### src/serial_port_cfg.svh
// constants for the instrument serial host port
`ifndef SERIAL_PORT_CFG_SVH
`define SERIAL_PORT_CFG_SVH
`define CLK_HZ 10000000
`define OVERSAMPLE 16
// baud divisors in clk cycles per 1/16 bit: clk_hz / (16 * rate)
`define DIV_110 13'd5682
`define DIV_150 13'd4166
`define DIV_300 13'd2083
`define DIV_600 13'd1041
`define DIV_1200 13'd520
`define DIV_2400 13'd260
`define DIV_4800 13'd130
`define DIV_9600 13'd65
`define DIV_19200 13'd32
// stop length in 1/16 bit ticks
`define STOP_TICKS_1 6'd16
`define STOP_TICKS_15 6'd24
`define STOP_TICKS_2 6'd32
`define MID_TICK 4'h7
`define CHAR_XON 8'h11
`define CHAR_XOFF 8'h13
`define CHAR_CR 8'h0d
`define CHAR_LF 8'h0a
`define CHAR_CMD_OK 8'h30
`define CHAR_CMD_FAIL 8'h31
`define DELAY_MAX_SEC 6'd60
`define ONE_SEC_CYCLES 24'd10000000
`define STOP_MARGIN 8'h02
`define RESUME_MARGIN 8'h08
`define BAUD_RESET 4'h7
`endif

### src/serial_port_pkg.sv
// types for the instrument serial host port
`default_nettype none
package serial_port_pkg;
    typedef enum logic [1:0] {PAR_NONE = 2'h0, PAR_EVEN = 2'h1, PAR_ODD = 2'h2} parity_t;
    typedef enum logic [1:0] {STOP_1 = 2'h0, STOP_15 = 2'h1, STOP_2 = 2'h2} stop_t;
    typedef enum logic [1:0] {FLOW_NONE = 2'h0, FLOW_HARD = 2'h1, FLOW_SOFT = 2'h2} flow_t;
    typedef enum logic [1:0] {TERM_LF = 2'h0, TERM_CR = 2'h1, TERM_CRLF = 2'h2,
        TERM_LFCR = 2'h3} term_t;
    typedef enum logic [4:0] {
        FR_IDLE = 5'b00001,
        FR_START = 5'b00010,
        FR_DATA = 5'b00100,
        FR_PAR = 5'b01000,
        FR_STOP = 5'b10000
    } frame_state_t;
endpackage : serial_port_pkg
`default_nettype wire

### src/instrument_serial_host_port.sv
// serial remote-control port, communications-equipment end
`default_nettype none
`include "serial_port_cfg.svh"
module instrument_serial_host_port
    import serial_port_pkg::*;
#(
    parameter logic [23:0] ONE_SEC = `ONE_SEC_CYCLES
) (
    input wire logic clk,
    input wire logic nrst,
    input wire logic rxd,
    output logic txd,
    input wire logic dtr,
    output logic dsr,
    input wire logic cfg_write,
    input wire logic [3:0] baud_sel,
    input wire logic [1:0] stop_sel,
    input wire logic [1:0] parity_sel,
    input wire logic [1:0] flow_sel,
    input wire logic echo_en,
    input wire logic [5:0] delay_sec,
    input wire logic [1:0] reply_terminator_select,
    input wire logic verbose_en,
    input wire logic debug_en,
    input wire logic settings_init,
    input wire logic [7:0] rx_space,
    output logic [7:0] rx_data,
    output logic rx_valid,
    output logic rx_parity_err,
    output logic rx_frame_err,
    output logic [7:0] command_trace_display,
    output logic trace_valid,
    input wire logic cmd_received,
    input wire logic cmd_done,
    input wire logic cmd_ok,
    input wire logic [7:0] reply_data,
    input wire logic reply_valid,
    input wire logic reply_last,
    output logic reply_ready
);
    // configuration, written only by cfg_write, never by settings_init
    logic [3:0] baud_reg;
    stop_t stop_reg;
    parity_t par_reg;
    flow_t flow_reg;
    logic echo_reg, verbose_reg, debug_reg;
    logic [5:0] delay_reg;
    term_t term_reg;
    always_ff @(posedge clk) begin
        if (!nrst) begin
            baud_reg <= `BAUD_RESET;
            stop_reg <= STOP_1;
            par_reg <= PAR_NONE;
            flow_reg <= FLOW_NONE;
            echo_reg <= 1'b0;
            verbose_reg <= 1'b0;
            debug_reg <= 1'b0;
            delay_reg <= 6'h00;
            term_reg <= TERM_LF;
        end else if (cfg_write) begin
            baud_reg <= baud_sel;
            stop_reg <= stop_t'(stop_sel);
            par_reg <= parity_t'(parity_sel);
            flow_reg <= flow_t'(flow_sel);
            echo_reg <= echo_en;
            verbose_reg <= verbose_en;
            debug_reg <= debug_en; // off after reset, the normal mode
            delay_reg <= (delay_sec > `DELAY_MAX_SEC) ? `DELAY_MAX_SEC : delay_sec;
            term_reg <= term_t'(reply_terminator_select);
        end
    end

    function automatic logic [12:0] baud_div(input logic [3:0] sel);
        unique case (sel)
            4'h0: baud_div = `DIV_110;
            4'h1: baud_div = `DIV_150;
            4'h2: baud_div = `DIV_300;
            4'h3: baud_div = `DIV_600;
            4'h4: baud_div = `DIV_1200;
            4'h5: baud_div = `DIV_2400;
            4'h6: baud_div = `DIV_4800;
            4'h7: baud_div = `DIV_9600;
            default: baud_div = `DIV_19200;
        endcase
    endfunction : baud_div

    function automatic logic [5:0] stop_ticks(input stop_t s);
        unique case (s)
            STOP_15: stop_ticks = `STOP_TICKS_15;
            STOP_2: stop_ticks = `STOP_TICKS_2;
            default: stop_ticks = `STOP_TICKS_1;
        endcase
    endfunction : stop_ticks

    // 16x oversample enable shared by both directions
    logic [12:0] div_reg;
    logic tick_reg;
    always_ff @(posedge clk) begin
        if (!nrst || cfg_write) begin
            div_reg <= 13'h0000;
            tick_reg <= 1'b0;
        end else if (div_reg >= baud_div(baud_reg) - 13'h0001) begin
            div_reg <= 13'h0000;
            tick_reg <= 1'b1;
        end else begin
            div_reg <= div_reg + 13'h0001;
            tick_reg <= 1'b0;
        end
    end

    // receiver: start bit found low, each bit sampled mid-cell
    frame_state_t rx_st;
    logic [3:0] rx_sub;
    logic [2:0] rx_bit;
    logic [7:0] rx_sh;
    logic rx_got;
    logic rx_par_bad;
    // parity result is held until the stop sample so both flags change with rx_valid
    always_ff @(posedge clk) begin
        if (!nrst) begin
            rx_st <= FR_IDLE;
            rx_par_bad <= 1'b0;
            rx_sub <= 4'h0;
            rx_bit <= 3'h0;
            rx_sh <= 8'h00;
            rx_data <= 8'h00;
            rx_valid <= 1'b0;
            rx_parity_err <= 1'b0;
            rx_frame_err <= 1'b0;
        end else begin
            rx_valid <= 1'b0;
            if (tick_reg) begin
                rx_sub <= rx_sub + 4'h1;
                unique case (rx_st)
                    FR_IDLE: begin
                        rx_sub <= 4'h0;
                        if (!rxd) rx_st <= FR_START;
                    end
                    FR_START: if (rx_sub == `MID_TICK) begin
                        rx_sub <= 4'h0;
                        rx_bit <= 3'h0;
                        rx_st <= rxd ? FR_IDLE : FR_DATA; // glitch rejected
                    end
                    FR_DATA: if (rx_sub == 4'hf) begin
                        rx_sh <= {rxd, rx_sh[7:1]}; // lsb first
                        rx_bit <= rx_bit + 3'h1;
                        if (rx_bit == 3'h7) rx_st <= (par_reg == PAR_NONE) ? FR_STOP : FR_PAR;
                    end
                    FR_PAR: if (rx_sub == 4'hf) begin
                        rx_par_bad <= (^rx_sh ^ rxd) != (par_reg == PAR_ODD);
                        rx_st <= FR_STOP;
                    end
                    FR_STOP: if (rx_sub == 4'hf) begin
                        // only the first stop bit is checked; longer stops look like idle
                        rx_frame_err <= !rxd;
                        rx_parity_err <= (par_reg != PAR_NONE) && rx_par_bad;
                        rx_data <= rx_sh;
                        rx_valid <= 1'b1;
                        rx_st <= FR_IDLE;
                    end
                endcase
            end
        end
    end
    assign rx_got = rx_valid;

    // debug trace of each received character
    always_ff @(posedge clk) begin
        if (!nrst) begin
            command_trace_display <= 8'h00;
            trace_valid <= 1'b0;
        end else begin
            trace_valid <= rx_got && debug_reg;
            if (rx_got && debug_reg) command_trace_display <= rx_data;
        end
    end

    // flow control: stop early so in-flight characters still fit
    logic stop_req, send_xoff, send_xon, peer_halt;
    always_ff @(posedge clk) begin
        if (!nrst) begin
            stop_req <= 1'b0;
            dsr <= 1'b1;
        end else begin
            if (rx_space <= `STOP_MARGIN) stop_req <= 1'b1;
            else if (rx_space >= `RESUME_MARGIN) stop_req <= 1'b0;
            dsr <= !(flow_reg == FLOW_HARD && stop_req);
        end
    end
    // in-band halt from the host holds until its resume character
    always_ff @(posedge clk) begin
        if (!nrst || flow_reg != FLOW_SOFT) peer_halt <= 1'b0;
        else if (rx_got && rx_data == `CHAR_XOFF) peer_halt <= 1'b1;
        else if (rx_got && rx_data == `CHAR_XON) peer_halt <= 1'b0;
    end

    // response delay timer, one-second enable from a divider
    logic [23:0] sec_cnt;
    logic [5:0] delay_left;
    always_ff @(posedge clk) begin
        if (!nrst || settings_init || cmd_received) begin
            sec_cnt <= 24'h000000;
            delay_left <= (!nrst || settings_init) ? 6'h00 : delay_reg;
        end else if (delay_left != 6'h00) begin
            if (sec_cnt == ONE_SEC - 24'h000001) begin
                sec_cnt <= 24'h000000;
                delay_left <= delay_left - 6'h01;
            end else begin
                sec_cnt <= sec_cnt + 24'h000001;
            end
        end
    end

    // pending transmit sources; each flag set wins over its own clear
    logic tx_busy, tx_load;
    logic [7:0] tx_byte;
    logic echo_pend, stat_pend, stat_ok, reply_pend, reply_end;
    logic [7:0] echo_byte, reply_byte;
    logic [1:0] term_left;
    logic xoff_sent;
    logic sel_flow, sel_echo, sel_stat, sel_term, sel_reply, may_send;
    assign may_send = !tx_busy && !tx_load && !peer_halt &&
        !(flow_reg == FLOW_HARD && !dtr);
    assign send_xoff = flow_reg == FLOW_SOFT && stop_req && !xoff_sent;
    assign send_xon = flow_reg == FLOW_SOFT && !stop_req && xoff_sent;
    // flow characters go out even while halted, replies wait for the delay
    assign sel_flow = !tx_busy && !tx_load && (send_xoff || send_xon);
    assign sel_echo = may_send && !sel_flow && echo_pend;
    assign sel_term = may_send && !sel_flow && !echo_pend && term_left != 2'h0;
    assign sel_stat = may_send && !sel_flow && !echo_pend && term_left == 2'h0 && stat_pend;
    assign sel_reply = may_send && !sel_flow && !echo_pend && term_left == 2'h0 &&
        !stat_pend && reply_pend && delay_left == 6'h00;

    always_ff @(posedge clk) begin
        if (!nrst || flow_reg != FLOW_SOFT) xoff_sent <= 1'b0;
        else if (sel_flow) xoff_sent <= send_xoff;
    end
    always_ff @(posedge clk) begin
        if (!nrst || !echo_reg) echo_pend <= 1'b0;
        else if (rx_got) echo_pend <= 1'b1;
        else if (sel_echo) echo_pend <= 1'b0;
        if (rx_got) echo_byte <= rx_data;
    end
    always_ff @(posedge clk) begin
        if (!nrst || settings_init) begin
            stat_pend <= 1'b0;
            stat_ok <= 1'b0;
        end else if (cmd_done && verbose_reg) begin
            stat_pend <= 1'b1;
            stat_ok <= cmd_ok;
        end else if (sel_stat) begin
            stat_pend <= 1'b0;
        end
    end
    // one-byte reply slot; ready drops as soon as a byte is taken
    always_ff @(posedge clk) begin
        if (!nrst || settings_init) begin
            reply_pend <= 1'b0;
            reply_end <= 1'b0;
            reply_byte <= 8'h00;
            reply_ready <= 1'b0;
        end else begin
            reply_ready <= !reply_pend && !(reply_valid && reply_ready) && term_left == 2'h0;
            if (reply_valid && reply_ready) begin
                reply_pend <= 1'b1;
                reply_byte <= reply_data;
                reply_end <= reply_last;
            end else if (sel_reply) begin
                reply_pend <= 1'b0;
            end
        end
    end
    // terminator after a reply's last byte or a status character
    always_ff @(posedge clk) begin
        if (!nrst || settings_init) term_left <= 2'h0;
        else if ((sel_reply && reply_end) || sel_stat)
            term_left <= (term_reg == TERM_CRLF || term_reg == TERM_LFCR) ? 2'h2 : 2'h1;
        else if (sel_term) term_left <= term_left - 2'h1;
    end

    function automatic logic [7:0] term_char(input term_t t, input logic [1:0] left);
        unique case (t)
            TERM_LF: term_char = `CHAR_LF;
            TERM_CR: term_char = `CHAR_CR;
            TERM_CRLF: term_char = (left == 2'h2) ? `CHAR_CR : `CHAR_LF;
            TERM_LFCR: term_char = (left == 2'h2) ? `CHAR_LF : `CHAR_CR;
        endcase
    endfunction : term_char

    always_ff @(posedge clk) begin
        if (!nrst) begin
            tx_load <= 1'b0;
            tx_byte <= 8'h00;
        end else begin
            tx_load <= sel_flow | sel_echo | sel_term | sel_stat | sel_reply;
            if (sel_flow) tx_byte <= send_xoff ? `CHAR_XOFF : `CHAR_XON;
            else if (sel_echo) tx_byte <= echo_byte;
            else if (sel_term) tx_byte <= term_char(term_reg, term_left);
            else if (sel_stat) tx_byte <= stat_ok ? `CHAR_CMD_OK : `CHAR_CMD_FAIL;
            else if (sel_reply) tx_byte <= reply_byte;
        end
    end

    // transmitter: start, 8 data lsb first, parity, stop of selected length
    frame_state_t tx_st;
    logic [5:0] tx_sub;
    logic [2:0] tx_bit;
    logic [7:0] tx_sh;
    logic tx_par;
    assign tx_busy = tx_st != FR_IDLE;
    always_ff @(posedge clk) begin
        if (!nrst) begin
            tx_st <= FR_IDLE;
            tx_sub <= 6'h00;
            tx_bit <= 3'h0;
            tx_sh <= 8'h00;
            tx_par <= 1'b0;
            txd <= 1'b1;
        end else if (tx_st == FR_IDLE) begin
            txd <= 1'b1;
            if (tx_load) begin
                tx_sh <= tx_byte;
                tx_par <= ^tx_byte ^ (par_reg == PAR_ODD);
                tx_sub <= 6'h00;
                tx_st <= FR_START;
            end
        end else if (tick_reg) begin
            tx_sub <= tx_sub + 6'h01;
            unique case (tx_st)
                FR_START: begin
                    txd <= 1'b0;
                    if (tx_sub == 6'h0f) begin
                        tx_sub <= 6'h00;
                        tx_bit <= 3'h0;
                        tx_st <= FR_DATA;
                    end
                end
                FR_DATA: begin
                    txd <= tx_sh[tx_bit];
                    if (tx_sub == 6'h0f) begin
                        tx_sub <= 6'h00;
                        tx_bit <= tx_bit + 3'h1;
                        if (tx_bit == 3'h7) tx_st <= (par_reg == PAR_NONE) ? FR_STOP : FR_PAR;
                    end
                end
                FR_PAR: begin
                    txd <= tx_par;
                    if (tx_sub == 6'h0f) begin
                        tx_sub <= 6'h00;
                        tx_st <= FR_STOP;
                    end
                end
                default: begin
                    txd <= 1'b1;
                    if (tx_sub == stop_ticks(stop_reg) - 6'h01) tx_st <= FR_IDLE;
                end
            endcase
        end
    end
endmodule : instrument_serial_host_port
`default_nettype wire

### config.mk
export PLATFORM = sky130hd
export DESIGN_NAME = instrument_serial_host_port
export DESIGN_NICKNAME = d
export VERILOG_FILES = /design/src/serial_port_pkg.sv /design/src/instrument_serial_host_port.sv
export VERILOG_INCLUDE_DIRS = /design/src
export SDC_FILE = /design/constraint.sdc
export NUM_CORES = 1
export LEC_CHECK = 0
export BUFFER_PORTS_ARGS = -buffer_cell sky130_fd_sc_hd__buf_2
export CORE_AREA = 2 2 102 202
export CTS_BUF_LIST = sky130_fd_sc_hd__clkbuf_4 sky130_fd_sc_hd__clkbuf_8 sky130_fd_sc_hd__clkbuf_16
export CTS_CLUSTER_SIZE = 24
export DETAILED_ROUTE_END_ITERATION = 6
export DIE_AREA = 0 0 104 204
export GPL_TIMING_DRIVEN = 0
export HOLD_SLACK_MARGIN = 0.06
export PLACE_DENSITY = 0.62
export REMOVE_ABC_BUFFERS = 1
export SLEW_MARGIN = 20
export SYNTH_ARGS = -nofsm -noshare
export SYNTH_HDL_FRONTEND = slang
export SYNTH_SLANG_ARGS = --single-unit
### constraint.sdc
create_clock -name clk -period 8.25 [get_ports clk]
set_input_delay 0.4125 -clock clk [delete_from_list [all_inputs] [get_ports clk]]
set_output_delay 0.4125 -clock clk [all_outputs]
set_load 0.02 [all_outputs]
-- Word-level counts from Yosys, hierarchy flattened
Memories as Yosys holds them, arrays and structs flattened. A register that Yosys moved wholly into a read port is not among the register bits.
Cells that the tools add are included.
- register bits after elaboration: 167
- bits in read-only memories: 104
- bits of input ports: 48
- output and inout port bits: 23
- logic and storage cells: 274
- memories: 1
- $add $sub $neg: 10
- order comparisons: 5
- equality and inequality tests: 43
- multiplexer cells: 74
- bitwise gates (word level): 8
- reduce and logical (&&, ||, !) cells: 88
- memories (memory ; depth ; width ; read ports ; clocked after memory_dff ; wr ports ; RTL line ; text):
    (name not given) ; 8 ; 13 ; 1 ; 1 ; 0 ; instrument_serial_host_port.sv:74 ; unique case (sel)
- operators with widths (cell ; count):
    $mux 6 ; 14
    $mux 5 ; 15
    $mux 8 ; 5
    $pmux 8 s4 ; 1
    $logic_and 1x1->1 ; 28
    $mux 3 ; 9
    $mux 13 ; 2
    $reduce_bool 2->1 ; 13
    $pmux 5 s5 ; 1
    $add 24x1->24 const B ; 1
    $eq 24x24->1 const B ; 1
    $mux 24 ; 1
    $ne 2x2->1 const B ; 10
    $eq 8x5->1 const B ; 2
    $logic_not 1->1 ; 16
    $reduce_xor 8->1 ; 2
    $pmux 5 s3 ; 1
    $mux 1 ; 14
    $reduce_and 7->1 ; 2
    $add 13x1->13 const B ; 1
    $ge 13x13->1 ; 1
    $sub 13x1->13 const B ; 1
    $eq 2x2->1 const B ; 6
    $ne 3x3->1 const B ; 4
    other kinds (43) ; 77

-- Logic depth before layout (Yosys ltp)
Gate-level depths: netlist (run 1).
- depth after elaboration: 17
- depth in mapped cells: 14
- mapped depth without buffers: 13

-- Worst setup path after synthesis (run 1)
No wires, ideal clock.
- kind: register -> register
- from: reg baud_reg[3]
- to: reg div_reg[10]
- library setup time: 138 ps
- arrival time: 2605 ps
- required time: 8112 ps
- path slack: 5507 ps
- stages on the path, launching flop included: 14
- path buffers: 1
- clock period less this slack: 2743 ps
- cell sequence: dfxtp_1 > clkinv_1 > nand2_1 > ha_1 > nand3_1 > nor2_1 > xor2_1 > nand2_1 > ha_1 > nand4_1 > or2_2 > o211ai_1 > clkbuf_1 > a211oi_1
- longest elaborated chain between the ends: 5
- ends and longest elaborated chain (item ; RTL line ; text):
    from (decl) ; instrument_serial_host_port.sv:42 ; logic [3:0] baud_reg;
    from (signal assigned) ; instrument_serial_host_port.sv:51 ; baud_reg <= `BAUD_RESET;
    from (signal assigned) ; instrument_serial_host_port.sv:61 ; baud_reg <= baud_sel;
    $mux 13 ; instrument_serial_host_port.sv:74 ;
    $mux 13 ; instrument_serial_host_port.sv:99 ; if (!nrst || cfg_write) begin
    $sub 13x1->13 ; instrument_serial_host_port.sv:102 ; end else if (div_reg >= baud_div(baud_reg) - 13'h0001) begin
    $ge 13x13->1 ; instrument_serial_host_port.sv:102 ;
    $reduce_or 2->1 (no source line) ; - ;
    to (signal assigned) ; instrument_serial_host_port.sv:106 ; div_reg <= div_reg + 13'h0001;
    to (decl) ; instrument_serial_host_port.sv:96 ; logic [12:0] div_reg;
Every way passes these cells. The select of a mux whose other input is x is not followed.
A chain may end at the register's enable or synchronous reset.

-- Worst setup path after layout (run 1)
- from: reg baud_reg[3]
- to: reg div_reg[0]
Same word-level chain as after synthesis.

==> flow_summary_export.csv, run 1 <==
group,metric,value,unit
floorplan,core_area,19700,sq um
cts,cts_buffers,17,
layout,synthToLayoutAreaGrowth,11.9,%
power,leakage,3.63,nW
setup_path,r2r-end,"div_reg[0]",
yosys,async_reset_ff_frac,0,
cts,clkTransAtPathRegs,0.07,ns
yosys,ys_seq_area_frac,0.427,
timing,whs,0.134,ns
yosys,yosysWarnings,0,
worst_hold_path,whs_path_depth,2,
worst_hold_path,min_from,"rx_space[3]",
yosys,synthFlopType,"dfxtp_1",
floorplan,die_area,21200,sq um
cts,post_cts_buffers,0,
place,dpl.hpwl,14500,um
layout,final_layout_size_suffix_gt1_frac,0.125,
layout,final_common_cell,"dfxtp_1",
layout,fillers,1963,
setup_path,path_max_fanout,13,
layout,fin_util,0.494,
setup_path,reg2reg_depth,13,
flow_run,cap_violations,0,
route,drt_iter0_drc,310,
power,finalPower,1.82,mW
timing,final.min_clock_period,3.53,ns
cts,postCtsHoldBufs,0,
setup_path,crit_required,8.53,ns
timing,finClkSkew,0.00912,ns
route,drc,0,
yosys,synth.avg_cell_area,8.78,sq um
global_routing,grt_pass1_vias,7013,
route,drt_wl_total,19800,um
yosys,ys_types,71,
power,powerDensity,187,nW/um^2
yosys,synth_edf_count,14,
route,wl_per_cell,15.2,um
place,dpl.cell_count,1275,
timing,fin_crit_sh,0.428,
route,ant_nets,0,
status,outcome,"complete, no violations",
timing,hold_viol,0,
timing,setup_viol,0,
yosys,yosys_register_bits,179,
layout,final_cell_mix,"165 x dfxtp_1, 122 x nand2_1, 103 x nor2_1, 70 x a21oi_1, 70 x buf_2",
timing,rsz0062_at_grt,"false",
setup_path,path_class,"flip-flop to flip-flop",
layout,diodes,0,
place,io_buffer_count,70,
timing,slew_headroom,0.325,
timing,fmax,0.283,GHz
cts,clock_latency,0.44,ns
floorplan,rows,73,
global_routing,grt_max_degree,80,
route,avgViaCountPerCell,5.32,
layout,largest_reg_flops,24,
global_routing,grt_pass1_wl,33200,um
floorplan,initial_core_util,0.442,
layout,stdcell_count,1307,
global_routing,antenna_found_initial,0,
cts,cts_tree,"built",
global_routing,grtUsageTotal,0.196,
setup_path,cp.arrival,3.81,ns
setup_path,ff2ff_setup_slack,4.72,ns
worst_hold_path,holdPathEnd,"stop_req",
power,ir_drop,134,uV
timing,worstMarginPinSlew,1.01,ns
cts,root_buffer,"clkbuf_16",
floorplan,io_pins,71,
floorplan,die_x,104,um
cts,cts_buffer_depth,2,
place,globalplace.congestion,0.803,
timing,fin_setup_tns,0,ns
route,drtPass1Iterations,6,
cts,cts.sinks,179,
timing,drv_slew,0,
layout,final_nets,1112,
yosys,synth_cells,993,
setup_path,startpoint_type,"flip-flop",
route,vias,6957,
setup_path,endpoint_kind,"flip-flop",
worst_hold_path,hold_path_class,"input pin to flip-flop",
cts,htreeDepth,4,
yosys,synthesis.area,8720,sq um
global_routing,overflow,0,
setup_path,rr_startpoint,"baud_reg[3]",
floorplan,dieHeight,204,um
cts,post_cts_resized,0,
[final cells by class]
| type | instances | area (sq um) | area share |
|---|---|---|---|
| Tap cell | 262 | 328 | 0.0336 |
| Timing Repair Buffer | 72 | 369 | 0.0378 |
| Inverter | 32 | 125 | 0.0128 |
| Clock buffer | 19 | 440 | 0.0452 |
| Multi-Input combinational cell | 730 | 4670 | 0.478 |
| Sequential cell | 179 | 3720 | 0.382 |
| Clock inverter | 13 | 103 | 0.0105 |
[worst max-delay path by stage]
stage	startpoint	to	slack, ns
after floorplan	delay_left[0]	sec_cnt[23]	5.02
after global placement	nrst	div_reg[0]	3.62
after detailed placement	baud_reg[3]	div_reg[2]	4.68
after CTS	baud_reg[3]	div_reg[0]	4.64
after global routing	baud_reg[3]	div_reg[0]	4.35
final	baud_reg[3]	div_reg[0]	4.72
[per-stage QoR]
step,setup slack [ns],cell area (sq um)
global route,4.35,9750
detailed placement,4.68,9210
global placement,3.62,9160
CTS,4.64,9750
floorplan,5.02,8480
finish,4.72,9750
[kinds of logic (layout without fill, tap and decap cells)]
group                    after synthesis  in the layout  share of synthesized area
AND/OR/NAND/NOR                      405            405                      0.227
AO/OA/AOI/OAI                        186            186                      0.140
flip-flops                           179            179                      0.427
buffers and inverters                 84            136                     0.0408
XOR/XNOR                              63             63                     0.0649
multiplexers                          44             44                     0.0540
adder cells (fa/ha/maj)               32             32                     0.0459
[report_power, final]
part           switching, mW  total [mW]  internal (mW)
clock                  0.359       0.757          0.399
sequential            0.0165       0.907          0.891
combinational         0.0939       0.155         0.0608
[routing by layer]
| layer | routed length (um) | vias to the layer above | GRT usage | part of all wire |
|---|---|---|---|---|
| li1 | - | 3556 | - | - |
| met1 | 7470 | 3283 | 0.187 | 0.38 |
| met2 | 11500 | 94 | 0.401 | 0.58 |
| met3 | 489 | 24 | 0.0379 | 0.025 |
| met4 | 377 | 0 | 0.0738 | 0.019 |
| met5 | 0 | - | 0 | 0 |
[Yosys cell counts (6+ instances only)]
master,count,area share
a211oi_1,18,0.015
nand2_1,122,0.053
edfxtp_1,14,0.048
a22oi_1,8,0.0069
nand2b_1,18,0.013
and3_1,11,0.0079
xor2_1,20,0.020
a21oi_1,70,0.040
xnor2_1,42,0.042
inv_1,30,0.013
nand4_1,9,0.0065
nor3_1,23,0.013
or3_1,13,0.0093
ha_1,32,0.046
o2111ai_1,6,0.0060
dfxtp_1,165,0.38
nand3_1,39,0.022
o21ai_0,31,0.018
clkbuf_1,33,0.014
nor4_1,12,0.0086
buf_2,8,0.0046
mux2i_1,38,0.044
a21o_1,10,0.0086
nor2_1,104,0.045
buf_1,6,0.0026
nor2b_1,6,0.0043
and2_1,12,0.0086
[critical path, stage by stage, from the launching register on]
cell	delay (ns)
dfxtp_1	0.46
clkinv_1	0.30
nand2_1	0.18
ha_1	0.27
nand3_1	0.20
nor2_1	0.17
xor2_1	0.16
nand2_1	0.07
ha_1	0.30
nand4_1	0.10
inv_1	0.07
nand3_1	0.09
o211ai_1	0.81
a211oi_1	0.19
(Power assumes the default switching activity.)
==> inputs of run 2 (changes only) <==
Clock period 8.25 ns to 3.5 ns, I/O delays scaled along.
==> run 2 against run 1 <==
Power is 140% higher. Non-clock buffer count is 35 higher. Fmax is 13% higher. Global-route usage is 0.43 points higher. Largest cell class unchanged. Via count is 2.4% higher. Worst hold slack worse by 0.055 ns. Core utilization is 1.8 points higher. Critical path type unchanged. Largest power group unchanged. Clock power is 140% higher.
==> flow_summary_export.csv, run 2 (same netlist as run 1, synthesis figures left out) <==
group,metric,value,unit
status,outcome,"complete, no violations",
setup_path,endpoint_kind,"flip-flop",
route,ant_nets,0,
layout,stdcell_area,10100,sq um
setup_path,cp.depth,11,
setup_path,cp_top_family,"simple AND/OR/NAND/NOR gates",
timing,worstMarginPinSlew,0.964,ns
floorplan,die_x,104,um
global_routing,antenna_found_initial,0,
route,vias,7124,
timing,hold_viol,0,
layout,diodes,0,
setup_path,crit_required,3.85,ns
timing,whs,0.0783,ns
setup_path,path_class,"flip-flop to flip-flop",
setup_path,slowest_delay,0.46,ns
layout,synthToLayoutAreaGrowth,15.9,%
global_routing,grt_pass1_vias,7248,
route,drc,0,
global_routing,grt_max_degree,80,
power,leakage,3.78,nW
floorplan,dieHeight,204,um
setup_path,reg2reg_depth,11,
cts,cts.sinks,179,
place,globalplace.congestion,0.803,
floorplan,io_pins,71,
cts,cts_buffer_depth,2,
setup_path,cp_num_buf_inv,1,
timing,setup_viol,0,
worst_hold_path,hold_path_class,"input pin to flip-flop",
layout,final_layout_size_suffix_gt1_frac,0.125,
timing,fmax,0.318,GHz
setup_path,ff2ff_setup_slack,0.36,ns
route,drtPass1Iterations,4,
layout,largest_reg_flops,24,
cts,cts_buffers,17,
power,powerDensity,428,nW/um^2
power,finalPower,4.33,mW
route,drt_iter0_drc,266,
layout,final_nets,1147,
power,ir_drop,316,uV
place,dpl.hpwl,14500,um
setup_path,startpoint_type,"flip-flop",
setup_path,cp.arrival,3.49,ns
floorplan,die_area,21200,sq um
worst_hold_path,min_from,"delay_sec[5]",
timing,fin_crit_sh,0.897,
timing,slew_headroom,0.357,
setup_path,cp_slowest_cell,"dfxtp_1",
timing,rsz0062_at_grt,"false",
place,place_area,9210,sq um
timing,finClkSkew,0.0237,ns
global_routing,grt_pass1_wl,34000,um
flow_run,cap_violations,0,
route,avgViaCountPerCell,5.31,
layout,final_common_cell,"dfxtp_1",
global_routing,overflow,0,
cts,cts_tree,"built",
place,io_buffer_count,70,
setup_path,r2r-end,"div_reg[0]",
timing,drv_slew,0,
floorplan,initial_core_util,0.442,
timing,final.min_clock_period,3.14,ns
route,wl_per_cell,15.1,um
cts,htreeDepth,4,
layout,final_cell_mix,"165 x dfxtp_1, 121 x nand2_1, 103 x nor2_1, 70 x a21oi_1, 70 x buf_2",
cts,clock_latency,0.45,ns
setup_path,crit_path_end,"div_reg[0]",
cts,clkTransAtPathRegs,0.07,ns
floorplan,core_area,19700,sq um
cts,root_buffer,"clkbuf_16",
route,drt_wl_total,20300,um
setup_path,rr_startpoint,"baud_reg[3]",
timing,fin_setup_tns,0,ns
setup_path,path_max_fanout,13,
floorplan,rows,73,
global_routing,grtUsageTotal,0.200,
setup_path,startpoint,"baud_reg[3]",
setup_path,cp_cell_sequence,"clkinv_1 -> nand2_1 -> ha_1 -> nand3_1 -> nor4_1 -> xor2_1 -> nand2_1 -> ha_1 -> a21oi_1 -> nand2_2 -> a211oi_1",
## run 2: tightest hold or removal path, cell delays in order
cell	delay [ns]
buf_2	0.13
mux2i_1	0.08
nor2_1	0.08
## run 2: what timing repair did
item                                   4_1_cts  5_1_grt
hold buffers                                33        0
setup endpoints to repair                   13       14
endpoints found under the hold margin       31        0
cloned                                       0        0
gates resized for setup                      0        2
buffers inserted                             2        0
pin swaps                                    1        0
## run 2: report_power, final
part	leakage (nW)	internal [mW]	total, mW	switching (mW)
Clock	0.275	0.939	1.79	0.853
Combinational	2.03	0.170	0.398	0.227
Sequential	1.48	2.10	2.14	0.0389
## run 2: layout make-up
| cell class | count | area (sq um) |
|---|---|---|
| Sequential cell | 179 | 3720 |
| Multi-Input combinational cell | 730 | 4670 |
| Fill cell | 1934 | 9630 |
| Inverter | 32 | 125 |
| Clock buffer | 19 | 440 |
| Tap cell | 262 | 328 |
| Clock inverter | 13 | 103 |
| Timing Repair Buffer | 107 | 714 |
## run 2: metal layers
layer,global-route usage,share of wire
met1,0.189,0.38
met2,0.412,0.58
met3,0.0376,0.017
met4,0.0753,0.022
met5,0,0
## run 2: metrics by stage
step                      std cells  utilization  setup WS, ns
after global placement         1273        0.464        -0.892
after detailed placement       1275        0.467       -0.0727
final                          1342        0.512         0.360
after floorplan                 941            -         0.269
after CTS                      1342        0.512         0.195
after global routing           1342        0.512        0.0236
## run 2: how the worst min path moves through the flow
stage	to	cells past startpoint	slack (ns)
5_1_grt	delay_reg[5]	3	0.09
6_report	delay_reg[5]	3	0.08
2_1_floorplan	baud_reg[0]	1	0.24
4_1_cts	delay_reg[5]	3	0.07
3_5_place_dp	stop_req	2	0.35
3_3_place_gp	stop_req	2	0.35
==> inputs of run 3 (changes only) <==
Settings changed: CORE_AREA 2 2 102 202 to 8 8 108 208, DIE_AREA 0 0 104 204 to 0 0 116 216, RECOVER_POWER set to 50.
==> run 3 against run 2 <==
The run now ends with capacitance limit, slew limit left. Global-route usage decreased by 2.8 points. Combinational power down 2%. Flip-flop and latch count unchanged. Critical path depth is 1 higher. Design area grew 0.11%. Clock-buffer cell count rose by 4. Die area rose by 18%. Sequential share of layout area hardly changed.
==> flow_summary_export.csv, run 3 (same netlist as run 1, synthesis figures left out) <==
group,metric,value,unit
global_routing,grt_pass1_wl,34700,um
setup_path,endpoint_kind,"flip-flop",
route,wl_met2,11700,um
power,power_frac_comb,0.088,
floorplan,die_x,116,um
route,dr.max_layer_used,"met4",
route,vias,7183,
route,wl_met1,7630,um
route,ant_nets,0,
setup_path,path_max_fanout,10,
global_routing,antenna_found_initial,0,
cts,clkTransAtPathRegs,0.07,ns
floorplan,core_area,19700,sq um
timing,slew_headroom,-0.274,
floorplan,initial_core_util,0.442,
layout,fin_util,0.513,
timing,fin_crit_sh,0.885,
timing,timing.final.ws_setup,0.402,ns
power,powerDensity,440,nW/um^2
route,drt_iter0_drc,316,
power,finalPower,4.45,mW
timing,finClkSkew,0.00911,ns
power,p_sw,1.08,mW
timing,fmax,0.323,GHz
flow_run,cap_violations,1,
power,internal_power,3.37,mW
layout,diodes,0,
global_routing,grtUsageTotal,0.172,
route,wl_met3,566,um
power,p_sw_frac,0.243,
layout,largest_reg_flops,24,
setup_path,crit_required,3.84,ns
cts,cts_buffer_depth,2,
place,dpl.hpwl,14700,um
setup_path,cp.arrival,3.44,ns
layout,final_nets,1146,
global_routing,grt_max_degree,80,
layout,final_common_cell,"dfxtp_1",
place,place_ws,-0.0738,ns
cts,clock_latency,0.43,ns
route,drc,0,
timing,hold_viol,0,
route,drt_wl_total,20400,um
timing,final.min_clock_period,3.10,ns
floorplan,io_pins,71,
power,seqPwrFrac,0.480,
place,io_buffer_count,70,
cts,root_buffer,"clkbuf_16",
cts,cts.sinks,179,
layout,stdcell_count,1341,
floorplan,die_area,25100,sq um
route,drtPass1Iterations,5,
timing,worstMarginPinSlew,1.91,ns
global_routing,overflow,0,
setup_path,startpoint_type,"flip-flop",
power,leakage,3.70,nW
timing,drv_slew,25,
layout,final_layout_size_suffix_gt1_frac,0.104,
power,clockPowerShare,0.432,
power,ir_drop,348,uV
route,avgViaCountPerCell,5.36,
place,dpl.cell_count,1275,
route,wl_per_cell,15.2,um
status,outcome,"finished with violations",
cts,cts_tree,"built",
timing,setup_viol,0,
global_routing,grt_pass1_vias,7414,
place,globalplace.congestion,0.809,
cts,cts_buffers,17,
status,violations,"capacitance limit, slew limit",
floorplan,dieHeight,216,um
cts,htreeDepth,4,
layout,synthToLayoutAreaGrowth,16.0,%
layout,final_cell_mix,"165 x dfxtp_1, 121 x nand2_1, 103 x nor2_1, 70 x a21oi_1, 46 x buf_2",
floorplan,rows,73,
worst_hold_path,hold_path_class,"input pin to flip-flop",
setup_path,path_class,"flip-flop to flip-flop",
timing,rsz0062_at_grt,"false",
-- run 3: changes by cell type in the layout (fill, tap and decap cells not counted), sizes merged --
cell / before / now
clkbuf: 19 / 47
bufinv: 0 / 1
clkinv: 9 / 6
dlygate4sd3: 33 / 32
clkinvlp: 0 / 1
buf: 74 / 50
inv: 36 / 33
-- run 3: final cells by class --
cell class	instances	area, sq um
Multi-Input combinational cell	730	4670
Sequential cell	179	3720
Clock inverter	9	91.3
Inverter	32	125
Fill cell	1960	9610
Clock buffer	23	507
Timing Repair Buffer	106	674
Tap cell	262	328
-- run 3: path summary, 6_finish.rpt --
| path | startpoint | endpoint | slack (ns) | cells past startpoint |
|---|---|---|---|---|
| max | baud_reg[3] | div_reg[0] | 0.40 | 12 |
| min | delay_sec[5] | delay_reg[5] | 0.06 | 3 |
| max reg2reg | baud_reg[3] | div_reg[0] | 0.40 | 12 |
| min reg2reg | flow_reg[0] | dsr | 0.44 | 1 |
-- run 3: power groups by stage --
stage | clock, mW | combinational [mW] | sequential (mW)
final | 1.92 | 0.392 | 2.14
after global routing | 2.06 | 0.443 | 2.14
after CTS | 1.98 | 0.398 | 2.14
after detailed placement | 0 | 0.367 | 2.19
after global placement | 0 | 0.360 | 2.18
after floorplan | 0 | 0.250 | 2.17
-- run 3: metrics by stage --
stage	setup TNS (ns)	hold slack, ns	cell area [sq um]
global placement	-40.30	0.342	9160
global route	0	0.0874	10100
finish	0	0.0567	10100
floorplan	0	0.237	8480
CTS	0	0.0623	10100
detailed placement	-0.506	0.341	9210
-- run 3: what timing repair did --
item,4_1_cts,5_1_grt
pin swaps,1,0
buffers inserted,2,0
hold buffers,32,0
setup endpoints to repair,13,14
resized for setup,0,2
endpoints found under the hold margin,30,0
-- run 3: critical path: stages (launching register included) --
cell	delay (ns)
dfxtp_1	0.45
clkinv_1	0.29
nand2_1	0.18
ha_1	0.28
nand3_1	0.19
a21o_1	0.24
ha_1	0.29
a21o_1	0.16
a21o_1	0.16
a21oi_1	0.20
o211ai_1	0.14
buf_4	0.18
a211oi_1	0.24
-- run 3: metal layers --
| metal | GRT usage | up-vias |
|---|---|---|
| met5 | 0 | - |
| met1 | 0.168 | 3396 |
| met4 | 0.0762 | 0 |
| met3 | 0.0280 | 40 |
| li1 | - | 3630 |
| met2 | 0.332 | 117 |
